## src/cfg_hdr_pkg.sv

```systemverilog
// Purpose: constants for the configuration header register block
// Assumes: dword-wide configuration access, byte enables per lane
// Notes:   offsets are byte addresses within configuration space
package cfg_hdr_pkg;
  // dword addresses (byte offset of the aligned dword)
  localparam logic [7:0] DW_CMD_STAT   = 8'h04;
  localparam logic [7:0] DW_REV_CLASS  = 8'h08;
  localparam logic [7:0] DW_CACHE_LAT  = 8'h0C;
  // byte offsets as printed
  localparam logic [7:0] OFS_COMMAND   = 8'h04;
  localparam logic [7:0] OFS_STATUS    = 8'h06;
  localparam logic [7:0] OFS_REVISION  = 8'h08;
  localparam logic [7:0] OFS_CLASS     = 8'h09;
  localparam logic [7:0] OFS_CACHE     = 8'h0C;
  localparam logic [7:0] OFS_LATENCY   = 8'h0D;
  localparam logic [7:0] OFS_LAYOUT    = 8'h0E;
  // command bit positions
  localparam int CMD_IO     = 0;
  localparam int CMD_MEM    = 1;
  localparam int CMD_MST    = 2;
  localparam int CMD_MWI    = 4;
  localparam int CMD_PERR   = 6;
  localparam int CMD_SERR   = 8;
  // implemented command bits
  localparam logic [15:0] CMD_WR_MASK  = 16'h0157;
  localparam logic [15:0] CMD_RESET    = 16'h0000;
  // status bit positions
  localparam int ST_CAP     = 4;
  localparam int ST_B2B     = 7;
  localparam int ST_MPERR   = 8;
  localparam int ST_TA_SENT = 11;
  localparam int ST_TA_GOT  = 12;
  localparam int ST_MA_GOT  = 13;
  localparam int ST_SERR    = 14;
  localparam int ST_PERR    = 15;
  // constant status bits: capability list, fast b2b, medium select speed
  localparam logic [15:0] ST_CONST     = 16'h0290;
  localparam logic [1:0]  SELECT_MEDIUM = 2'h1;
  // fixed identity fields, cache and latency reset values, latency write mask
  localparam logic [23:0] CLASS_TOKEN_RING = 24'h020100;
  localparam logic [7:0]  LAYOUT_TYPE0     = 8'h00;
  localparam logic [7:0]  CACHE_RESET      = 8'h00;
  localparam logic [7:0]  LAT_RESET        = 8'h00;
  localparam logic [7:0]  LAT_WR_MASK      = 8'hF8;
  // power state code for full power
  localparam logic [1:0]  PWR_D0           = 2'h0;
endpackage

```

## src/cfg_hdr_regs.sv

```systemverilog
// Purpose: command, status, identity, cache line and latency timer registers
// Assumes: configuration decode and bus state machines live outside this block
// Notes:   one configuration access per cycle, reads answered from flip-flops
//
// Operation
// - io decode needs command bit 0 and D0
// - memory decode needs bit 1 and D0
// - bus mastering needs bit 2 and D0
// - write invalidate only when bit 4 set
// - bit 6 parity reaction, resets to zero
// - bit 8 gates system error driver
// - all-zero command detaches except configuration
// - status bit 4 reads one
// - status bit 7 reads one
// - bit 8 set on master perr seen, only while bit 6 set
// - bits 10:9 read 01, medium select
// - bit 11 set on target abort sent
// - bits 12, 13 on received aborts
// - bit 14 set when system error driven
// - bit 15 set on any parity error
// - status writes clear ones, never set
// - read-only 8-bit silicon revision code
// - class code reads token ring controller
// - only cache sizes 4..64 powers honoured
// - hold timer starts at frame, release on expiry once grant is gone
// - hold timer low three bits zero
// - layout type reads 00h
// - claim only type 0 function 0
`timescale 1ns/100ps
module cfg_hdr_regs #(
  parameter logic [7:0] SILICON_REV = 8'h01  // arbitrary neutral value
) (
  input  wire logic        i_clk,
  input  wire logic        i_reset,
  // configuration access, already qualified by the select strobe
  input  wire logic        i_cfg_valid,      // one-cycle access strobe
  input  wire logic        i_cfg_write,      // 1 write, 0 read
  input  wire logic        i_cfg_type1,      // address type bit set
  input  wire logic [2:0]  i_cfg_func,       // function number
  input  wire logic [7:0]  i_cfg_addr,       // byte address, low 2 bits ignored
  input  wire logic [3:0]  i_cfg_byte_en,    // active-high lane enables
  input  wire logic [31:0] i_cfg_wdata,      // write data
  // power state, request, grant and busy levels, bus events (one-cycle pulses)
  input  wire logic [1:0]  i_power_state,    // current power state
  input  wire logic        i_mst_perr_pulse, // perr seen while mastering
  input  wire logic        i_tgt_abort_sent, // we ended a target cycle with abort
  input  wire logic        i_tgt_abort_got,  // our master cycle target-aborted
  input  wire logic        i_mst_abort_got,  // our master cycle master-aborted
  input  wire logic        i_parity_err,     // any parity error detected
  input  wire logic        i_syserr_req,     // core wants to signal system error
  input  wire logic        i_frame_start,    // we assert frame this cycle
  input  wire logic        i_gnt_active,     // grant currently asserted
  input  wire logic        i_mst_busy,       // our master cycle in progress
  // answers
  output logic             o_cfg_claim,      // configuration access claimed
  output logic             o_cfg_rvalid,     // read data valid
  output logic [31:0]      o_cfg_rdata,      // read data
  output logic             o_io_decode_en,   // may answer io cycles
  output logic             o_mem_decode_en,  // may answer memory cycles
  output logic             o_initiator_en,   // may start master cycles
  output logic             o_write_invalidate_en, // may issue write-invalidate
  output logic             o_parity_react_en,     // take action on parity
  output logic             o_syserr_out,     // system error driven low level value
  output logic             o_syserr_oe,      // system error driver enable
  output logic [1:0]       o_select_speed_code,   // advertised select speed
  output logic [7:0]       o_cache_line_eff, // honoured cache size in dwords
  output logic             o_hold_expired,   // hold timer ran out
  output logic             o_release_bus     // give up the bus now
);

  ////////////////////////////////////////////////////////////////////////
  // state
  typedef struct packed {
    logic [15:0] command;     // writable command bits
    logic [7:0]  flags;       // sticky status bits 15..8
    logic [7:0]  cache_line;  // cache line size as written
    logic [7:0]  hold_timer;  // programmed hold time
    logic [7:0]  hold_count;  // running count
    logic        hold_run;    // counting active
    logic        rvalid;      // read answer pulse
    logic        claim;       // claim pulse
    logic [31:0] rdata;       // read data
  } state_type;

  state_type cur_ff;      // registered state
  state_type nxt_cur;     // next state

  logic      access_hit;  // access is ours
  logic [15:0] status_rd; // status as read
  logic [15:0] clear_bits;// status bits cleared by write
  logic [7:0]  set_bits;  // status bits set by events

  ////////////////////////////////////////////////////////////////////////
  // helpers
  // merge write data into a byte under its lane enable
  function automatic logic [7:0] lane(input logic [7:0] old, input logic [7:0] wr,
                                      input logic en);
    lane = en ? wr : old;
  endfunction

  // honoured cache size: powers of two 4..64, else zero
  function automatic logic [7:0] cache_ok(input logic [7:0] v);
    unique case (v)
      8'h04, 8'h08, 8'h10, 8'h20, 8'h40: cache_ok = v;
      default:                           cache_ok = 8'h00;
    endcase
  endfunction

  ////////////////////////////////////////////////////////////////////////
  // decode and status assembly
  always_comb begin
    // only type 0 to function 0 is ours
    access_hit = i_cfg_valid && !i_cfg_type1 && (i_cfg_func == 3'h0);
    // undefined bits stay zero
    status_rd  = {cur_ff.flags, 8'h00} | cfg_hdr_pkg::ST_CONST;
    clear_bits = 16'h0000;
    if (access_hit && i_cfg_write && (i_cfg_addr[7:2] == cfg_hdr_pkg::DW_CMD_STAT[7:2])) begin
      clear_bits = {i_cfg_wdata[31:24] & {8{i_cfg_byte_en[3]}},
                    i_cfg_wdata[23:16] & {8{i_cfg_byte_en[2]}}};
    end
    set_bits = 8'h00;
    set_bits[cfg_hdr_pkg::ST_MPERR-8]   = i_mst_perr_pulse
                                          && cur_ff.command[cfg_hdr_pkg::CMD_PERR];
    set_bits[cfg_hdr_pkg::ST_TA_SENT-8] = i_tgt_abort_sent;
    set_bits[cfg_hdr_pkg::ST_TA_GOT-8]  = i_tgt_abort_got;
    set_bits[cfg_hdr_pkg::ST_MA_GOT-8]  = i_mst_abort_got;
    set_bits[cfg_hdr_pkg::ST_SERR-8]    = o_syserr_oe;
    set_bits[cfg_hdr_pkg::ST_PERR-8]    = i_parity_err;
  end

  ////////////////////////////////////////////////////////////////////////
  // next state
  always_comb begin
    nxt_cur        = cur_ff;
    nxt_cur.rvalid = 1'b0;
    nxt_cur.claim  = access_hit;
    // sticky flags: event wins over a same-cycle clear
    nxt_cur.flags  = (cur_ff.flags & ~clear_bits[15:8]) | set_bits;
    // writes
    if (access_hit && i_cfg_write) begin
      unique case (i_cfg_addr[7:2])
        cfg_hdr_pkg::DW_CMD_STAT[7:2]: begin
          // only defined bits take the write
          nxt_cur.command = {lane(cur_ff.command[15:8], i_cfg_wdata[15:8], i_cfg_byte_en[1]),
                             lane(cur_ff.command[7:0], i_cfg_wdata[7:0], i_cfg_byte_en[0])}
                            & cfg_hdr_pkg::CMD_WR_MASK;
        end
        cfg_hdr_pkg::DW_CACHE_LAT[7:2]: begin
          nxt_cur.cache_line = lane(cur_ff.cache_line, i_cfg_wdata[7:0], i_cfg_byte_en[0]);
          nxt_cur.hold_timer = lane(cur_ff.hold_timer, i_cfg_wdata[15:8], i_cfg_byte_en[1])
                               & cfg_hdr_pkg::LAT_WR_MASK;
        end
        default: begin
          // read-only or unmapped: write ignored
        end
      endcase
    end
    // reads
    if (access_hit && !i_cfg_write) begin
      nxt_cur.rvalid = 1'b1;
      unique case (i_cfg_addr[7:2])
        cfg_hdr_pkg::DW_CMD_STAT[7:2]:
          nxt_cur.rdata = {status_rd, cur_ff.command};
        cfg_hdr_pkg::DW_REV_CLASS[7:2]:
          nxt_cur.rdata = {cfg_hdr_pkg::CLASS_TOKEN_RING, SILICON_REV};
        cfg_hdr_pkg::DW_CACHE_LAT[7:2]:
          nxt_cur.rdata = {8'h00, cfg_hdr_pkg::LAYOUT_TYPE0,
                           cur_ff.hold_timer, cur_ff.cache_line};
        default:
          nxt_cur.rdata = 32'h00000000; // reserved space reads zero
      endcase
    end
    // hold timer restarts on each frame start, stops when the cycle ends
    if (i_frame_start) begin
      nxt_cur.hold_run   = 1'b1;
      nxt_cur.hold_count = cur_ff.hold_timer;
    end else if (!i_mst_busy) begin
      nxt_cur.hold_run   = 1'b0;
    end else if (cur_ff.hold_run && (cur_ff.hold_count != 8'h00)) begin
      nxt_cur.hold_count = cur_ff.hold_count - 8'h01;
    end
  end

  ////////////////////////////////////////////////////////////////////////
  // registers
  always_ff @(posedge i_clk) begin
    if (i_reset) begin
      cur_ff            <= '0;
      cur_ff.command    <= cfg_hdr_pkg::CMD_RESET;
      cur_ff.cache_line <= cfg_hdr_pkg::CACHE_RESET;
      cur_ff.hold_timer <= cfg_hdr_pkg::LAT_RESET;
    end else begin
      cur_ff <= nxt_cur;
    end
  end

  ////////////////////////////////////////////////////////////////////////
  // outputs
  logic in_d0;  // full power
  assign in_d0 = (i_power_state == cfg_hdr_pkg::PWR_D0);

  // an all-zero command leaves every enable low, so only configuration passes
  assign o_io_decode_en  = cur_ff.command[cfg_hdr_pkg::CMD_IO] && in_d0;
  assign o_mem_decode_en = cur_ff.command[cfg_hdr_pkg::CMD_MEM] && in_d0;
  assign o_initiator_en  = cur_ff.command[cfg_hdr_pkg::CMD_MST] && in_d0;
  assign o_write_invalidate_en = cur_ff.command[cfg_hdr_pkg::CMD_MWI]
                                 && o_initiator_en;
  assign o_parity_react_en = cur_ff.command[cfg_hdr_pkg::CMD_PERR];
  // open-drain: drive low only when allowed
  assign o_syserr_out = 1'b0;
  assign o_syserr_oe  = i_syserr_req && cur_ff.command[cfg_hdr_pkg::CMD_SERR];
  assign o_select_speed_code = cfg_hdr_pkg::SELECT_MEDIUM;
  assign o_cache_line_eff = cache_ok(cur_ff.cache_line);
  assign o_hold_expired = cur_ff.hold_run && (cur_ff.hold_count == 8'h00);
  assign o_release_bus  = o_hold_expired && !i_gnt_active;
  assign o_cfg_claim  = cur_ff.claim;
  assign o_cfg_rvalid = cur_ff.rvalid;
  assign o_cfg_rdata  = cur_ff.rdata;

endmodule

```

## config.mk

```make
export PLATFORM = sky130hd
export DESIGN_NAME = cfg_hdr_regs
export DESIGN_NICKNAME = d
export VERILOG_FILES = /design/src/cfg_hdr_pkg.sv /design/src/cfg_hdr_regs.sv
export SDC_FILE = /design/constraint.sdc
export NUM_CORES = 1
export LEC_CHECK = 0
export ABC_CLOCK_PERIOD_IN_PS = 2300
export BUFFER_PORTS_ARGS = -buffer_cell sky130_fd_sc_hd__buf_2
export CAP_MARGIN = 15
export CORE_AREA = 2 2 82 84
export CTS_CLUSTER_SIZE = 8
export DETAILED_ROUTE_END_ITERATION = 8
export DIE_AREA = 0 0 84 86
export PLACE_DENSITY = 0.8
export SLEW_MARGIN = 20
export SYNTH_ARGS = -nofsm -noshare
export SYNTH_HDL_FRONTEND = slang
export SYNTH_SLANG_ARGS = --single-unit
```

## constraint.sdc

```tcl
create_clock -name i_clk -period 2.3 [get_ports i_clk]
set_input_delay 0.46 -clock i_clk [delete_from_list [all_inputs] [get_ports i_clk]]
set_output_delay 0.46 -clock i_clk [all_outputs]
set_load 0.005 [all_outputs]
```

* Word-level counts from Yosys, hierarchy flattened
Cells that the tools add are included.
** Storage, ports and cells
- Register bits :: 70
- Bits of input ports :: 63
- Output and inout port bits :: 53
- Word-level logic and storage cells :: 62
** Operators by class
- $add $sub $neg :: 1
- Eq/ne operators :: 9
- Multiplexer cells :: 8
- Bitwise logic cells :: 5
- Reduce and logical (&&, ||, !) cells :: 29
** Operators by type and width (number)
- case mux 32 bit (3 select lines) :: 1
- bitwise AND 8 bit :: 3
- 2-to-1 mux 8 bit :: 3
- 2-to-1 mux 16 bit :: 1
- logical AND 1 bit :: 14
- equality test 6 x 2 -> 1 bit, second input constant :: 2
- AND reduction 3 bit :: 4
- 2-to-1 mux 9 bit :: 1
- equality test 8 x 3 -> 1 bit, second input constant :: 1
- equality test 8 x 4 -> 1 bit, second input constant :: 1
- equality test 8 x 5 -> 1 bit, second input constant :: 1
- equality test 8 x 6 -> 1 bit, second input constant :: 1
- equality test 8 x 7 -> 1 bit, second input constant :: 1
- zero test 8 bit :: 1
- NOT 8 bit :: 1
- bitwise OR 8 bit :: 1
- nonzero test 8 bit :: 1
- subtractor 8 x 1 -> 8 bit, second input constant :: 1
- equality test 6 x 1 -> 1 bit, second input constant :: 1
- OR reduction 5 bit :: 1
- nonzero test 2 bit :: 2
- zero test 1 bit :: 3
- zero test 3 bit :: 1
- zero test 2 bit :: 1
- 3 further kinds :: 4

* Longest topological paths before layout
- Depth in word-level cells :: 9
- Mapped depth :: 7
- Gate-level depth less buffers :: 6

* Worst setup path after synthesis
No wires, ideal clock.
- Kind :: in2reg
- Start point :: input i_cfg_type1
- End point :: register cur_ff[51] (netlist name)
- Setup time :: 114 ps
- Arrival :: 1907 ps
- Data required time :: 2186 ps
- Slack :: 279 ps
- Stages on the path :: 5
- Path buffers :: 1
- Path through :: or3b_2 buf_4 nor4_4 mux2i_1 nor2_1
** On the way
- Cells in the longest elaborated chain, start to end :: 5
** Ends and longest elaborated chain
- from (decl) :: line cfg_hdr_regs.sv:38 : input wire logic i_cfg_type1,
- zero test 1 bit :: line cfg_hdr_regs.sv:113 : access_hit = i_cfg_valid && !i_cfg_type1 && (i_cfg_func == 3'h0);
- logical AND 1 bit (2 in series) :: line cfg_hdr_regs.sv:113
- logical AND 1 bit :: line cfg_hdr_regs.sv:140 : if (access_hit && i_cfg_write) begin
- AND reduction 3 bit (no source line)
- to (signal assigned) :: line cfg_hdr_regs.sv:193 : cur_ff <= nxt_cur;
- to (decl) :: line cfg_hdr_regs.sv:85 : state_type cur_ff;
Every way passes these cells.
A chain may end at the register's enable or synchronous reset.

* Final worst setup path
- Start point :: register cur_ff[52] (netlist name)
- End point :: output o_cache_line_eff[5]
** On the way
- Cells in the longest elaborated chain, start to end :: 3
** Ends and longest elaborated chain
- equality test 8 x 3 -> 1 bit, or another cell as far along :: line cfg_hdr_regs.sv:103 : unique case (v)
- OR reduction 5 bit * :: line cfg_hdr_regs.sv:103
- 2-to-1 mux 8 bit * :: line cfg_hdr_regs.sv:103
- to (decl) :: line cfg_hdr_regs.sv:66 : output logic [7:0] o_cache_line_eff,
Every way passes the cells marked *; elsewhere a longest branch is shown, timed or not.

==> qor.txt <==
first-pass GRT wire length: 10900 um
Hold WC Path Type: primary input to flip-flop
Reg-to-Reg Start: cur_ff[35]$_SDFFE_PP0P_
total CTS buffers: 9
clk_lat worst skew: 0.33 ns
Arrival @ worst endpoint: 1.84 ns
via count: 2558
post-synthesis sequential area ratio: 0.410
final hold violation count: 0
CP Max Fanout: 3
worst vdd ir: 464 uV
filler cell count in the final layout: 593
Row Count: 29
metal2 WL: 3320 um
status: finished, violations left
fmax: 434 MHz
final net count: 468
cell taking the most area after synthesis: dfxtp_1
post-synth top area share: 0.410
Worst setup SP type: flip-flop
Synth Flop Type: dfxtp_1
Total Routing Usage GR: 0.187
drt first pass iters: 5
top cells by area, synth: dfxtp_1 41%, buf_4 11%, mux2i_1 7.0%
max-cap violations: 0
vias in the first global route: 2379
Die W: 84 um
WL met3: 360 um
DP Area: 3260 um2
clk slew on worst S/H paths: 0.07 ns
area of the multi-input gates: 1370 um2
Non-Filler Instances: 484
synthesized flop and latch total: 61
DRC viols: 0
Initial Utilization: 0.475
final instance area: 3480 um2
htree depth: 3
Ports: 116
vias per cell: 5.29
Final Max Tran Viols: 0
asr flop ratio synth: 0
Wirelength per Cell: 13.8 um
slowest cell delay on critical path: 0.45 ns
initial antenna violation count: 0
setup bufs post-CTS: 0
Hold Path Stages: 2
unrepaired setup endpoints after global routing: yes
Worst Hold Launch: i_cfg_wdata[26]
Netlist Area Pre-Place: 2980 um2
clock root buffer: clkbuf_8
area delta synth->final: 16.7%
Slowest-stage cell, CP: or4_1
reg-to-reg critical path endpoint: cur_ff[40]$_SDFFE_PP0P_
Final Core Density: 0.554
Avg Inst Size Synth: 8.74 um2
Req. time, crit path: 1.84 ns
Tmin final: 2.30 ns
clk sinks: 61
Bufs and invs on worst path: 1
Final period util: 1.00
Setup-failing EPs final: 1
Yosys warnings: 0
Hold Crit Endpoint: cur_ff[61]$_SDFF_PP0_
initial drt markers: 114
TritonCTS clock tree: yes
final WL: 6680 um
most frequent cells in the layout: 88 x buf_2, 61 x dfxtp_1, 35 x nor2_1, 26 x nand2_1, 26 x a21oi_1
worst slew pin tran: 0.554 ns
hpwl dp: 4980 um
share of cells above drive strength 1: 0.310
Antenna Nets Post-Route: 0
Setup WS post-layout: -0.00207 ns
Cells after Synth: 341
Crit. End Element: primary output
commonest non-fill, non-tap cell in the layout: buf_2
gpl congestion: 0.799
failing checks: setup timing
# placed instances: 469
core box area: 6280 um2
die area: 7220 um2
top sig layer: met4
Slew headroom: 0.630
Post-synth EDFFs: 0
CP delay by family, top: simple AND/OR/NAND/NOR gates
met1 wire length: 2900 um
Worst R2R Path Depth: 6
register area: 1220 um2
CP Class: flip-flop to primary output
largest net degree at the start of global routing: 33
Max clock buf depth: 2
worst reg2reg setup slack: 0.39 ns
IO Port Bufs: 88
Overflow after GRT: 0
Clock Skew: 0.00770 ns
pwr dens: 627 nW/um2
worst path cell trace: or3_1 > or4_1 > nor3b_1 > buf_2
ANT cells: 0
Lkg Pwr: 0.00154 uW
Chip Height: 86 um
Synth cell types: 44
-- state kept, by name, indices dropped and copies added, names as in the netlist --
register and flops:
cur_ff 34, o_cfg_rdata 24, o_cfg_claim 1, o_cfg_rvalid 1, o_parity_react_en 1
-- how the worst max path moves through the flow --
stage                                  startpoint                              to  slack [ns]  cells past startpoint
after floorplan                       i_cfg_type1         cur_ff[51]$_SDFFE_PP0P_        0.28                      5
after detailed placement            i_cfg_addr[5]  o_parity_react_en$_SDFFE_PP0P_        0.09                      5
after CTS                 cur_ff[52]$_SDFFE_PP0P_             o_cache_line_eff[6]       0.008                      4
after global placement              i_cfg_addr[5]         cur_ff[68]$_SDFFE_PP0P_        0.12                      5
final                     cur_ff[52]$_SDFFE_PP0P_             o_cache_line_eff[5]      -0.002                      4
after global routing      cur_ff[52]$_SDFFE_PP0P_             o_cache_line_eff[5]       -0.05                      4
-- metrics by stage --
stage | total power, uW | hold slack, ns | TNS [ns] | setup WS (ns)
after global routing | 2270 | 0.284 | -0.154 | -0.0455
final | 2180 | 0.296 | -0.00207 | -0.00207
after global placement | 1250 | 0.436 | 0 | 0.123
after floorplan | 1210 | 0.427 | 0 | 0.279
after CTS | 2200 | 0.286 | 0 | 0.00777
after detailed placement | 1260 | 0.444 | 0 | 0.0891
-- cells by family (layout without fill, tap and decap cells) --
kind of cell,count (synthesis),after routing,synth area share
AO/OA/AOI/OAI,48,48,0.105
AND/OR/NAND/NOR,133,133,0.243
XOR/XNOR,3,3,0.00881
adder cells (fa/ha/maj),2,2,0.00839
multiplexers,21,21,0.0705
flip-flops,61,61,0.410
other,2,13,0.00252
buffers and inverters,71,126,0.153
-- worst reg2reg max path: stages (launching register included) --
cell	delay [ns]
dfxtp_1	0.37
inv_1	0.08
ha_1	0.24
nor3b_2	0.19
and2_1	0.20
or4_1	0.47
a311oi_1	0.26
-- report_power, final --
group          total [uW]  switching (uW)  leakage (uW)  internal (uW)
Combinational         158            90.0      0.000944           67.6
Sequential           1080            10.4      0.000494           1070
Clock                 944             395      0.000101            549
-- cells in the mapped netlist (3+ instances only) --
cell / number
nor3b_1: 3
a221oi_1: 5
a311oi_1: 8
nand3_1: 18
nor4_1: 3
nor2_1: 35
inv_1: 12
nand4_1: 3
nand4b_1: 3
or4_1: 4
or3_1: 5
a21oi_1: 26
nor4b_1: 4
nand2_1: 26
and2_1: 5
nor3_1: 8
buf_2: 5
mux2i_1: 21
and3_1: 3
clkbuf_1: 8
buf_4: 42
dfxtp_1: 61
-- metal layers --
metal,vias to the layer above,GRT usage
met5,-,0
met4,0,0.0792
met3,11,0.0395
met2,93,0.319
met1,1189,0.230
li1,1265,-
-- final cells by class --
type | instances | area share
multi-input cells | 220 | 0.394
flip-flops and latches | 61 | 0.351
repair buffers | 99 | 0.158
clock buffers | 11 | 0.0435
well taps | 77 | 0.0277
clock inverters | 4 | 0.0137
inverters | 12 | 0.0129
-- what timing repair did --
item / 4_1_cts / 5_1_grt
pin swaps: 0 / 0
hold buffers: 0 / 0
endpoints found under the setup margin: 1 / 7
gates resized for setup: 1 / 3
gates cloned: 0 / 0
No activity file was read; power rests on OpenSTA's default activity.
